===== src/shared/fewc_pkg.sv =====
// Package for the flash and emulated-EEPROM write controller.
// Assumes a 100 MHz core clock and an 8-bit memory-mapped register port.
package fewc_pkg;
  localparam int unsigned CLK_MHZ        = 100;
  // Register byte addresses in segment 22h, both mirror pages.
  localparam logic [23:0] FLASH_CTRL_ADDR  = 24'h224000;
  localparam logic [23:0] EE_CTRL_ADDR     = 24'h224001;
  localparam logic [23:0] FLASH_CTRL_ALIAS = 24'h221000;
  localparam logic [23:0] EE_CTRL_ALIAS    = 24'h221001;
  localparam logic [7:0]  FLASH_CTRL_RST   = 8'h00;
  localparam logic [7:0]  EE_CTRL_RST      = 8'h00;
  localparam logic [7:0]  EE_CTRL_WMASK    = 8'hE6;
  // Flash control bit positions.
  localparam int unsigned FC_START = 7;
  localparam int unsigned FC_PAGE  = 6;
  localparam int unsigned FC_CHIP  = 5;
  localparam int unsigned FC_BYTE  = 4;
  localparam int unsigned FC_SECT  = 3;
  localparam int unsigned FC_SUSP  = 2;
  localparam int unsigned FC_SET_PROTECTION_SELECT  = 1;
  localparam int unsigned FC_BUSY  = 0;
  // EEPROM control bit positions.
  localparam int unsigned EC_START = 7;
  localparam int unsigned EC_PAGE  = 6;
  localparam int unsigned EC_CHIP  = 5;
  localparam int unsigned EC_WAIT_LOWPOWER_SELECT  = 2;
  localparam int unsigned EC_IRQS  = 1;
  localparam int unsigned EC_BUSY  = 0;
  localparam logic [7:0]  ERASED_BYTE = 8'hFF;
  localparam int unsigned SET_PROTECTION_SELECT_BYTES  = 4;
  localparam int unsigned PAGE_BYTES  = 16;
  // Timing figures in their own units, and derived cycle counts.
  localparam int unsigned SUSPEND_US      = 15;
  localparam int unsigned FLASH_WAKE_US   = 10;
  localparam int unsigned EE_WAKE_MS      = 10;
  localparam int unsigned SUSPEND_CYC     = SUSPEND_US * CLK_MHZ;
  localparam int unsigned FLASH_WAKE_CYC  = FLASH_WAKE_US * CLK_MHZ;
  localparam int unsigned EE_WAKE_CYC     = EE_WAKE_MS * 1000 * CLK_MHZ;
  localparam int unsigned OP_CYC_DEF      = 64;

  typedef enum logic [2:0] {
    FEWC_IDLE, FEWC_SELECT, FEWC_FLASH_RUN, FEWC_SUSPENDED, FEWC_EE_RUN
  } fewc_state_t;

  typedef struct packed {
    fewc_state_t state;
    logic [7:0]  flashCtrl;
    logic [7:0]  eeCtrl;
    logic [4:0]  latchCount;
    logic [23:0] opCount;
    logic [23:0] wakeFlash;
    logic [23:0] wakeEe;
    logic        eeLatched;
    logic        endOfWrite;
    logic        irqOut;
    logic        lowPower;
    logic        powerDown;
    logic [7:0]  readData;
    logic        flashBlock;
    logic        eeBlock;
    logic [1:0]  extIrqSync;
    logic [1:0]  sleepSync;
  } fewc_state_s_t;
endpackage


===== src/verilog/fewc_write_control.sv =====
// Write, erase, suspend and protection sequencer for flash and EEPROM.
// Assumes the array algorithms report completion on a same-clock done pulse.
// Contract
// - Clearing suspend then setting flash start resumes the erase.
// - Suspend returns flash to read mode, busy clear within 15 us.
// - During suspend only reads, resume and byte program are accepted; the code holds the select bits, so byte program is refused too.
// - No EEPROM page update while flash erase is suspended.
// - Protection select chooses set protection, cleared when it finishes.
// - Set protection latches one to four pairs, ones to zeros only.
// - Flash busy sets on first latched address, or on start for chip erase.
// - While flash busy, reads return FFh and writes are ignored; before start the code still latches array writes up to the latch limit.
// - Flash busy clears at end or suspend, sets again on resume.
// - Flash busy stays set up to 10 us after power-up or power-down.
// - EEPROM start launches operation, cleared at end, software clear ignored.
// - Page update latches one to sixteen pairs in one page.
// - EEPROM chip erase clears all to FFh and drops its select bit.
// - Wait instruction picks standby or power-down from low-power select.
// - Low-power entry waits for any write operation to finish.
// - Interrupt select routes external pin or end-of-write to channel.
// - EEPROM busy on first latch or chip erase start; reads give FFh.
// - EEPROM busy stays set up to 10 ms after power-up or power-down.
// - Flash start launches each operation, cleared at end or suspend.
// - Clearing a select bit before start cancels and drops latched data; the code does so only once every flash and EEPROM select bit is clear.
// - Flash and EEPROM writes never run together.
`timescale 1ns/100ps
module fewc_write_control
  import fewc_pkg::*;
#(
  parameter int unsigned SUSPEND_CYCLES    = SUSPEND_CYC,
  parameter int unsigned FLASH_WAKE_CYCLES = FLASH_WAKE_CYC,
  parameter int unsigned EE_WAKE_CYCLES    = EE_WAKE_CYC,
  parameter int unsigned OP_CYCLES         = OP_CYC_DEF
) (
  // Clock and reset.
  input  wire logic        clock,
  input  wire logic        reset_n,
  // Register and array access from the core.
  input  wire logic [23:0] busAddr,
  input  wire logic [7:0]  busWrData,
  input  wire logic        busWrite,
  input  wire logic        busRead,
  input  wire logic        flashSpace,
  input  wire logic        eeSpace,
  output logic      [7:0]  busRdData,
  output logic             flashAccessBlock,
  output logic             eeAccessBlock,
  // Array engine completion.
  input  wire logic        arrayDone,
  // Power-mode requests from the core, asynchronous pins.
  input  wire logic        sleepRequest,
  output logic             arrayLowPower,
  output logic             arrayPowerDown,
  // Interrupt routing.
  input  wire logic        extIrqPin,
  output logic             sharedIrq,
  output logic             endOfWriteEvent
);
  fewc_state_s_t s_reg;
  fewc_state_s_t s_next;

  function automatic logic isReg(input logic [23:0] a, input logic [23:0] p,
                                 input logic [23:0] q);
    isReg = (a == p) || (a == q);
  endfunction

  logic fcHit;
  logic ecHit;
  logic writeActive;
  assign fcHit = isReg(busAddr, FLASH_CTRL_ADDR, FLASH_CTRL_ALIAS);
  assign ecHit = isReg(busAddr, EE_CTRL_ADDR, EE_CTRL_ALIAS);
  assign writeActive = (s_reg.state == FEWC_FLASH_RUN)
                    || (s_reg.state == FEWC_EE_RUN);

  always_comb begin
    logic [7:0] fw;
    logic [7:0] ew;
    logic       flashSel;
    logic       eeSel;
    fw = busWrData;
    ew = busWrData;
    flashSel = 1'b0;
    eeSel = 1'b0;
    s_next = s_reg;
    s_next.endOfWrite = 1'b0;
    s_next.extIrqSync = {s_reg.extIrqSync[0], extIrqPin};
    s_next.sleepSync  = {s_reg.sleepSync[0], sleepRequest};
    if (s_reg.wakeFlash != 24'h0) begin
      s_next.wakeFlash = s_reg.wakeFlash - 24'h1;
    end
    if (s_reg.wakeEe != 24'h0) begin
      s_next.wakeEe = s_reg.wakeEe - 24'h1;
    end
    // The fallback length is frozen while an erase is suspended.
    if (s_reg.opCount != 24'h0 && s_reg.state != FEWC_SUSPENDED) begin
      s_next.opCount = s_reg.opCount - 24'h1;
    end
    // Software writes to the control registers; busy bits are read only.
    if (busWrite && fcHit) begin
      s_next.flashCtrl[7:1] = fw[7:1];
      if (writeActive || s_reg.state == FEWC_SUSPENDED) begin
        // A software clear of start does not stop a running write.
        s_next.flashCtrl[FC_START] = s_reg.flashCtrl[FC_START] | fw[FC_START];
        s_next.flashCtrl[6:3] = s_reg.flashCtrl[6:3];
        s_next.flashCtrl[FC_SET_PROTECTION_SELECT] = s_reg.flashCtrl[FC_SET_PROTECTION_SELECT];
      end
    end
    if (busWrite && ecHit) begin
      s_next.eeCtrl = (s_reg.eeCtrl & ~EE_CTRL_WMASK)
                    | (ew & EE_CTRL_WMASK);
      if (s_reg.state == FEWC_EE_RUN) begin
        s_next.eeCtrl[EC_START] = 1'b1;
        s_next.eeCtrl[6:5] = s_reg.eeCtrl[6:5];
      end
    end
    flashSel = |s_next.flashCtrl[6:3] | s_next.flashCtrl[FC_SET_PROTECTION_SELECT];
    eeSel    = |s_next.eeCtrl[6:5];
    unique case (s_reg.state)
      FEWC_IDLE, FEWC_SELECT: begin
        if (!flashSel && !eeSel) begin
          // Dropping every select bit discards the latched pairs.
          s_next.latchCount = 5'h0;
          s_next.eeLatched  = 1'b0;
          s_next.flashCtrl[FC_BUSY] = 1'b0;
          s_next.eeCtrl[EC_BUSY] = 1'b0;
          s_next.state = FEWC_IDLE;
        end else begin
          s_next.state = FEWC_SELECT;
        end
        // Busy rises on the first latch, so only a waking array or a full latch count refuses more.
        if (busWrite && flashSpace && flashSel && s_reg.wakeFlash == 24'h0
            && s_reg.latchCount < (s_reg.flashCtrl[FC_SET_PROTECTION_SELECT]
                                   ? 5'(SET_PROTECTION_SELECT_BYTES) : 5'(PAGE_BYTES))) begin
          s_next.latchCount = s_reg.latchCount + 5'h1;
          s_next.flashCtrl[FC_BUSY] = 1'b1;
        end
        if (busWrite && eeSpace && s_reg.eeCtrl[EC_PAGE]
            && s_reg.latchCount < 5'(PAGE_BYTES)) begin
          s_next.latchCount = s_reg.latchCount + 5'h1;
          s_next.eeLatched = 1'b1;
          s_next.eeCtrl[EC_BUSY] = 1'b1;
        end
        if (s_next.flashCtrl[FC_START] && s_next.flashCtrl[FC_CHIP]) begin
          s_next.flashCtrl[FC_BUSY] = 1'b1;
        end
        if (s_next.eeCtrl[EC_START] && s_next.eeCtrl[EC_CHIP]) begin
          s_next.eeCtrl[EC_BUSY] = 1'b1;
        end
        // Flash wins a simultaneous start; the other start stays pending.
        if (s_next.flashCtrl[FC_START] && flashSel) begin
          s_next.state = FEWC_FLASH_RUN;
          s_next.opCount = 24'(OP_CYCLES);
        end else if (s_next.eeCtrl[EC_START] && eeSel) begin
          s_next.state = FEWC_EE_RUN;
          s_next.opCount = 24'(OP_CYCLES);
        end
      end
      FEWC_FLASH_RUN: begin
        if (s_reg.flashCtrl[FC_SECT] && s_next.flashCtrl[FC_SUSP]) begin
          // Suspend answers at once, well inside the suspend bound.
          s_next.state = FEWC_SUSPENDED;
          s_next.flashCtrl[FC_START] = 1'b0;
          s_next.flashCtrl[FC_BUSY] = 1'b0;
        end else if (arrayDone || s_reg.opCount == 24'h1) begin
          s_next.state = FEWC_IDLE;
          s_next.flashCtrl[7:3] = 5'h0;
          s_next.flashCtrl[FC_SET_PROTECTION_SELECT] = 1'b0;
          s_next.flashCtrl[FC_BUSY] = 1'b0;
          s_next.latchCount = 5'h0;
          s_next.endOfWrite = 1'b1;
        end
      end
      FEWC_SUSPENDED: begin
        if (busWrite && fcHit) begin
          s_next.flashCtrl[FC_SUSP] = fw[FC_SUSP];
          s_next.flashCtrl[FC_START] = fw[FC_START];
        end
        if (!s_next.flashCtrl[FC_SUSP] && s_next.flashCtrl[FC_START]) begin
          s_next.state = FEWC_FLASH_RUN;
          s_next.flashCtrl[FC_BUSY] = 1'b1;
        end
      end
      FEWC_EE_RUN: begin
        if (arrayDone || s_reg.opCount == 24'h1) begin
          s_next.state = FEWC_IDLE;
          s_next.eeCtrl[7:5] = 3'h0;
          s_next.eeCtrl[EC_BUSY] = 1'b0;
          s_next.latchCount = 5'h0;
          s_next.eeLatched = 1'b0;
          s_next.endOfWrite = 1'b1;
        end
      end
    endcase
    // EEPROM page update is refused while a flash erase is suspended.
    if (s_reg.state == FEWC_SUSPENDED) begin
      s_next.eeCtrl[EC_START] = 1'b0;
      s_next.eeCtrl[EC_PAGE] = 1'b0;
    end
    // Low-power entry only once no write is running.
    if (s_reg.sleepSync[1] && !writeActive) begin
      s_next.lowPower  = ~s_reg.eeCtrl[EC_WAIT_LOWPOWER_SELECT];
      s_next.powerDown = s_reg.eeCtrl[EC_WAIT_LOWPOWER_SELECT];
    end else if (!s_reg.sleepSync[1]) begin
      s_next.lowPower  = 1'b0;
      s_next.powerDown = 1'b0;
      if (s_reg.powerDown) begin
        s_next.wakeFlash = 24'(FLASH_WAKE_CYCLES);
        s_next.wakeEe    = 24'(EE_WAKE_CYCLES);
      end
    end
    s_next.irqOut = s_reg.eeCtrl[EC_IRQS] ? s_reg.endOfWrite
                                          : s_reg.extIrqSync[1];
    s_next.flashBlock = s_next.flashCtrl[FC_BUSY]
                     || s_next.wakeFlash != 24'h0;
    s_next.eeBlock = s_next.eeCtrl[EC_BUSY]
                  || s_next.wakeEe != 24'h0;
    s_next.readData = 8'h00;
    if (busRead && fcHit) begin
      s_next.readData = {s_reg.flashCtrl[7:1], s_reg.flashBlock};
    end else if (busRead && ecHit) begin
      s_next.readData = {s_reg.eeCtrl[7:1], s_reg.eeBlock};
    end else if (busRead && flashSpace && s_reg.flashBlock) begin
      s_next.readData = ERASED_BYTE;
    end else if (busRead && eeSpace && s_reg.eeBlock) begin
      s_next.readData = ERASED_BYTE;
    end
  end

  always_ff @(posedge clock or negedge reset_n) begin
    if (!reset_n) begin
      s_reg <= '{state: FEWC_IDLE, flashCtrl: FLASH_CTRL_RST,
                 eeCtrl: EE_CTRL_RST, wakeFlash: 24'(FLASH_WAKE_CYCLES),
                 wakeEe: 24'(EE_WAKE_CYCLES), flashBlock: 1'b1,
                 eeBlock: 1'b1, default: '0};
    end else begin
      s_reg <= s_next;
    end
  end

  assign busRdData        = s_reg.readData;
  assign flashAccessBlock = s_reg.flashBlock;
  assign eeAccessBlock    = s_reg.eeBlock;
  assign arrayLowPower    = s_reg.lowPower;
  assign arrayPowerDown   = s_reg.powerDown;
  assign sharedIrq        = s_reg.irqOut;
  assign endOfWriteEvent  = s_reg.endOfWrite;

  property p_suspend_fast;
    @(posedge clock) disable iff (!reset_n)
    (s_reg.state == FEWC_FLASH_RUN && s_reg.flashCtrl[FC_SECT]
     && s_next.flashCtrl[FC_SUSP]) |=> !s_reg.flashCtrl[FC_BUSY];
  endproperty
  a_suspend_fast: assert property (p_suspend_fast)
    else $error("suspend did not clear flash busy");

  property p_no_ee_in_suspend;
    @(posedge clock) disable iff (!reset_n)
    (s_reg.state == FEWC_SUSPENDED)
      |=> (s_reg.state != FEWC_EE_RUN) && !s_reg.eeCtrl[EC_START];
  endproperty
  a_no_ee_in_suspend: assert property (p_no_ee_in_suspend)
    else $error("eeprom update started during suspend");

  property p_eow_pulse;
    @(posedge clock) disable iff (!reset_n)
    endOfWriteEvent |=> !endOfWriteEvent;
  endproperty
  a_eow_pulse: assert property (p_eow_pulse)
    else $error("end of write longer than one cycle");

  property p_set_protection_select_clears;
    @(posedge clock) disable iff (!reset_n)
    (s_reg.state == FEWC_FLASH_RUN && s_next.state == FEWC_IDLE)
      |=> !s_reg.flashCtrl[FC_SET_PROTECTION_SELECT] && endOfWriteEvent;
  endproperty
  a_set_protection_select_clears: assert property (p_set_protection_select_clears)
    else $error("protection select not cleared at end");

  property p_busy_reads;
    @(posedge clock) disable iff (!reset_n)
    (busRead && flashSpace && !fcHit && !ecHit && flashAccessBlock)
      |=> busRdData == ERASED_BYTE;
  endproperty
  a_busy_reads: assert property (p_busy_reads)
    else $error("busy flash read not FFh");

  property p_resume;
    @(posedge clock) disable iff (!reset_n)
    (s_reg.state == FEWC_SUSPENDED && s_next.state == FEWC_FLASH_RUN)
      |=> s_reg.flashCtrl[FC_BUSY];
  endproperty
  a_resume: assert property (p_resume)
    else $error("resume did not set flash busy");

  property p_no_sleep_in_write;
    @(posedge clock) disable iff (!reset_n)
    ($rose(s_reg.powerDown) || $rose(s_reg.lowPower))
      |-> !$past(writeActive);
  endproperty
  a_no_sleep_in_write: assert property (p_no_sleep_in_write)
    else $error("low power entered during a write");

  property p_irq_route;
    @(posedge clock) disable iff (!reset_n)
    $past(s_reg.eeCtrl[EC_IRQS]) |-> sharedIrq == $past(s_reg.endOfWrite);
  endproperty
  a_irq_route: assert property (p_irq_route)
    else $error("shared interrupt not routed from end of write");
endmodule // fewc_write_control


===== config.mk =====
export PLATFORM = sky130hd
export DESIGN_NAME = fewc_write_control
export DESIGN_NICKNAME = d
export VERILOG_FILES = /design/src/shared/fewc_pkg.sv /design/src/verilog/fewc_write_control.sv
export SDC_FILE = /design/constraint.sdc
export NUM_CORES = 1
export LEC_CHECK = 0
export BUFFER_PORTS_ARGS = -buffer_cell sky130_fd_sc_hd__buf_2
export CAP_MARGIN = 15
export CORE_UTILIZATION = 60
export DETAILED_ROUTE_END_ITERATION = 10
export PLACE_DENSITY = 0.8
export SYNTH_ARGS = -nofsm -noshare
export SYNTH_HDL_FRONTEND = slang
export SYNTH_SLANG_ARGS = --single-unit

===== constraint.sdc =====
create_clock -name clock -period 3.42 [get_ports clock]
set_input_delay 0.342 -clock clock [delete_from_list [all_inputs] [get_ports clock]]
set_output_delay 0.342 -clock clock [all_outputs]
set_load 0.005 [all_outputs]

-- After elaboration in Yosys (flattened, before gate mapping)
Index checks and enable logic that the tools add are counted.
- memories: 0
- bits in latches: 0
- logic and storage cells: 155
- output and inout port bits: 14
- register bits after elaboration: 114
- ROM bits: 0
- RAM bits: 0
- input port bits: 41
- shift operators: 0
- bitwise operators: 4
- multipliers: 0
- div/mod/pow operators: 0
- muxes and demuxes: 63
- $lt $le $gt $ge: 2
- add/sub/neg operators: 4
- equality and inequality tests: 17
- reduce and logical (&&, ||, !) cells: 48
- operators with widths (cell ; count):
    24-bit 2-to-1 mux ; 6
    48-bit 2-to-1 mux ; 3
    24-bit nonzero test ; 5
    24-bit by 22-bit equality test with 1-bit output, second input constant ; 4
    24-bit by 1-bit subtractor with 24-bit output, second input constant ; 3
    8-bit 2-to-1 mux ; 6
    5-bit 2-to-1 mux ; 5
    24-bit by 1-bit equality test with 1-bit output, second input constant ; 1
    1-bit logical AND ; 24
    24-bit logical NOT ; 1
    3-bit 2-to-1 mux ; 7
    1-bit 2-to-1 mux ; 19
    6-bit 2-to-1 mux ; 3
    5-bit case mux with 3 select lines ; 1
    4-bit 2-to-1 mux ; 3
    3-bit case mux with 4 select lines ; 1
    2-bit 2-to-1 mux ; 4
    5-bit by 8-bit OR with 8-bit output ; 1
    1-bit logical OR ; 7
    7-bit 2-to-1 mux ; 1
    3-bit by 2-bit equality test with 1-bit output, second input constant ; 2
    2-bit by 1-bit inequality test with 1-bit output, second input constant ; 3
    1-bit case mux with 2 select lines ; 3
    5-bit by 1-bit adder with 5-bit output, second input constant ; 1
    18 further kinds ; 24

-- Logic depth before layout (Yosys ltp)
- depth after elaboration: 15
- gate-level depth with buffers: 11
- depth with buffers taken out: 10

-- Worst setup path after synthesis
No wires, ideal clock.
- kind: reg-to-reg
- start: reg s_reg[79] (netlist name)
- end: reg s_reg[93] (netlist name)
- slack: 0.645 ns
- clock period less this slack: 2.775 ns
- buffers on the path: 0
- cell stages (with the launch flop): 9
- required time: 3.302 ns
- arrival time: 2.657 ns
- library setup time: 0.118 ns
- cells stage by stage: dfrtp_1 or4_4 nor4_4 nand2_2 o41ai_4 or3b_1 a22o_1 o21bai_1 a21o_1
- longest elaborated chain between the ends: 4
- elaborated cells on any way between the ends: 5
- those cells by class: eq/ne: 3; reduce/logical: 2
- RTL lines (item ; line ; RTL):
    start, declared ; fewc_write_control.sv:58 ; fewc_state_s_t s_reg;
    start signal, assigned ; fewc_write_control.sv:230 ; s_reg <= '{state: FEWC_IDLE, flashCtrl: FLASH_CTRL_RST,
    start signal, assigned ; fewc_write_control.sv:235 ; s_reg <= s_next;
    24-bit by 1-bit equality test with 1-bit output (*) ; fewc_write_control.sv:163, fewc_write_control.sv:183 ;
    1-bit logical OR (*) ; fewc_write_control.sv:163, fewc_write_control.sv:183 ;
    2-bit by 1-bit inequality test with 1-bit output (no source line) ; - ;
    5-bit AND reduction (no source line) (*) ; - ;
Mark *: on every way between the ends. The rest lies on a longest branch, timed or not.
A chain may end at the register's enable or synchronous reset.

==> results.toml <==
[synth]
synth_edf_count = 0
synth_top_area_share_pct = 39.7
synth_top_cell_by_area = "dfrtp_1"
ys_ff_latch = 112
syn-mean-instance-area_um2 = 9.34
synth_area_leaders = "dfrtp_1, dfstp_2, nor2_1"
async_reset_ff_share_pct = 100
synth_seq_area_share_pct = 46.2
synth_ff_type = "dfrtp_1"
syn_inst = 654
syn_area_um2 = 6110
synthesis.nets = 701
ys_warn_count = 0
synth_cell_types = 69

[critical_path]
ff2ff_setup_slack_ps = 360
rr_startpoint = "s_reg[19]"
worstReg2RegEnd = "eeAccessBlock"
crit_fanout = 6
cp-endpoint = "eeAccessBlock"
cp_data_required_time_ps = 3720
start_kind = "register"
ff2ff_path_depth = 11
end_kind = "register"
path_class = "reg -> reg"
crit_start = "s_reg[19]"
arrival_ps = 3350

[floorplanning]
ios = 55
start_util_pct = 62.2
rows = 36
dieHeight_um = 103
core_area_um2 = 9820
fp.dieW_um = 103
die_area_um2 = 10600

[placed_design]
dp_cells = 825
hpwl_mm = 9.75
port-buffer-count = 53
place_congestion = 0.926

[cells_and_area]
layout-drive-gt1-share_pct = 16.8
final_nets = 750
antenna_cells = 0
area_delta_synth_final_pct = 9.30
stdcell_count = 841
utilization_pct = 68.0
largest_register_ffs = 96

[clock_tree]
hold_buffers = 0
cts_root_buffer = "clkbuf_8"
cts_buffers = 9
cts-htree-levels = 3
post_cts_buffers = 0
clockBufferDepth = 2
clk_latency_ps = 380
clk_pin_slew_ps = 110
cts_resized = 0
tritoncts = "done"
cts_sinks = 112

[outcome]
run_status = "finished with violations"
violations = "hold timing"

[drt]
vias_per_cell = 6.11
drtIter0Drc = 245
postRouteAntennaNets = 0
vias = 5136
dr.pass1.iters = 5
finalWirelength_mm = 13.7
drc = 0
wl_per_cell_um = 16.3

[flow_run]
maxCapViolCount = 0

[global_routing]
grt_usage_pct = 26.9
grt_max_degree = 57
antenna_found_initial = 0
grt_pass1_vias = 4952
grt_pass1_wl_mm = 22.1
grt-ovfl-total = 0

[min_path]
hold_path.class = "in -> async"

[sta]
grt_setup_unrepaired = "no"
timing.slew.headroom_pct = 54.4
holdWs_ps = -10.9
tightest_slew_ps = 684
skew_ps = 11.2
post-route-period-util_pct = 89.4
period_minus_slack_ps = 3060
fin_setup_tns_ps = 0
hold_viol_final = 17
setup_viol = 0
timing.fmax_mhz = 327
slew_violations = 0

[power]
power_leakage_nw = 2.84
peakVddDrop_mv = 0.393
power_density_nw_per_um2 = 586
p_total_mw = 3.91
## worst max-delay path, stage by stage, from the launching register on
cell and delay, ps:
dfrtp_1 460, inv_1 100, ha_1 230, or4b_1 590, nor4_4 310, buf_4 210
nand3_1 100, nor3_1 250, xnor2_1 170, nor2_1 100, nor4bb_1 310, nand4b_1 140
## area by class of cell
cell class / instances / area (µm²)
Fill cell: 755 / 3140
Clock buffer: 11 / 141
Tap cell: 133 / 166
Inverter: 17 / 63.8
Timing Repair Buffer: 65 / 358
Multi-Input combinational cell: 498 / 3080
Sequential cell: 112 / 2820
Clock inverter: 5 / 48.8
## synth_stat cells (4+ instances only)
master / instances
dfrtp_1: 97
a211o_1: 4
buf_4: 10
and2_1: 7
mux2_2: 5
xnor2_1: 31
nor4_1: 26
xor2_1: 23
clkbuf_1: 13
a211oi_1: 8
nand2_1: 58
nand4b_1: 5
or2_2: 4
nand3b_1: 6
dfstp_2: 15
or4_1: 14
nand2b_1: 7
nor2_1: 96
nor3_1: 28
a21oi_1: 37
or3_1: 10
nor2b_1: 8
inv_1: 17
a21o_1: 4
ha_1: 6
o21ai_0: 17
o211ai_1: 6
nand3_1: 17
nand4_1: 4
mux2i_1: 10
## report_power, final
group / switching, mW / internal, mW / leakage [nW] / total (mW)
logic: 0.673 / 0.493 / 1.42 / 1.17
clock network: 0.470 / 0.301 / 0.0979 / 0.771
registers: 0.330 / 1.64 / 1.32 / 1.97
total: 1.47 / 2.44 / 2.84 / 3.91
## how the worst min path moves through the flow
stage                          from       endpoint
after floorplan             reset_n  arrayLowPower
after global placement    s_next[1]       s_reg[1]
after detailed placement  s_next[1]       s_reg[1]
after CTS                   reset_n      s_reg[84]
after global routing        reset_n      s_reg[84]
final                       reset_n      s_reg[84]
## per-layer routing
| metal | routed length, µm | GRT usage, % | share of wire, % |
|---|---|---|---|
| met4 | 213 | 8.67 | 1.6 |
| met1 | 5930 | 33.8 | 43 |
| met2 | 6710 | 46.9 | 49 |
| met5 | 0 | 0 | 0 |
| met3 | 814 | 4.95 | 6.0 |
## placed cells by master, fill, tap and decap left out, types with 10 or more instances in the layout
cell	synthesis	routed
a21oi_1	37	37
buf_2	2	52
buf_4	10	13
clkbuf_8	0	10
dfrtp_1	97	97
dfstp_2	15	15
inv_1	17	17
mux2i_1	10	10
nand2_1	58	58
nand3_1	17	17
nor2_1	96	96
nor3_1	28	28
nor4_1	26	26
o21ai_0	17	17
or3_1	10	10
or4_1	14	14
xnor2_1	31	31
xor2_1	23	23
## kinds of logic after synthesis
logic type,synth area share (%)
buffers and inverters,3.48
AOI/OAI and AO/OA,12.0
DFF,46.2
and+or+nand+nor,26.8
adders and majority gates,1.23
xor gates and xnor gates,7.74
muxes,2.56
## per-stage QoR
stage               setup WS [ps]  instance area [µm²]  hold WS [ps]
finish                        362                 6680         -10.9
CTS                           353                 6680          1.32
floorplan                     645                 6110          46.4
global placement              494                 6490           332
global route                  154                 6680          8.73
detailed placement            392                 6490           335
(Power assumes the default switching activity.)
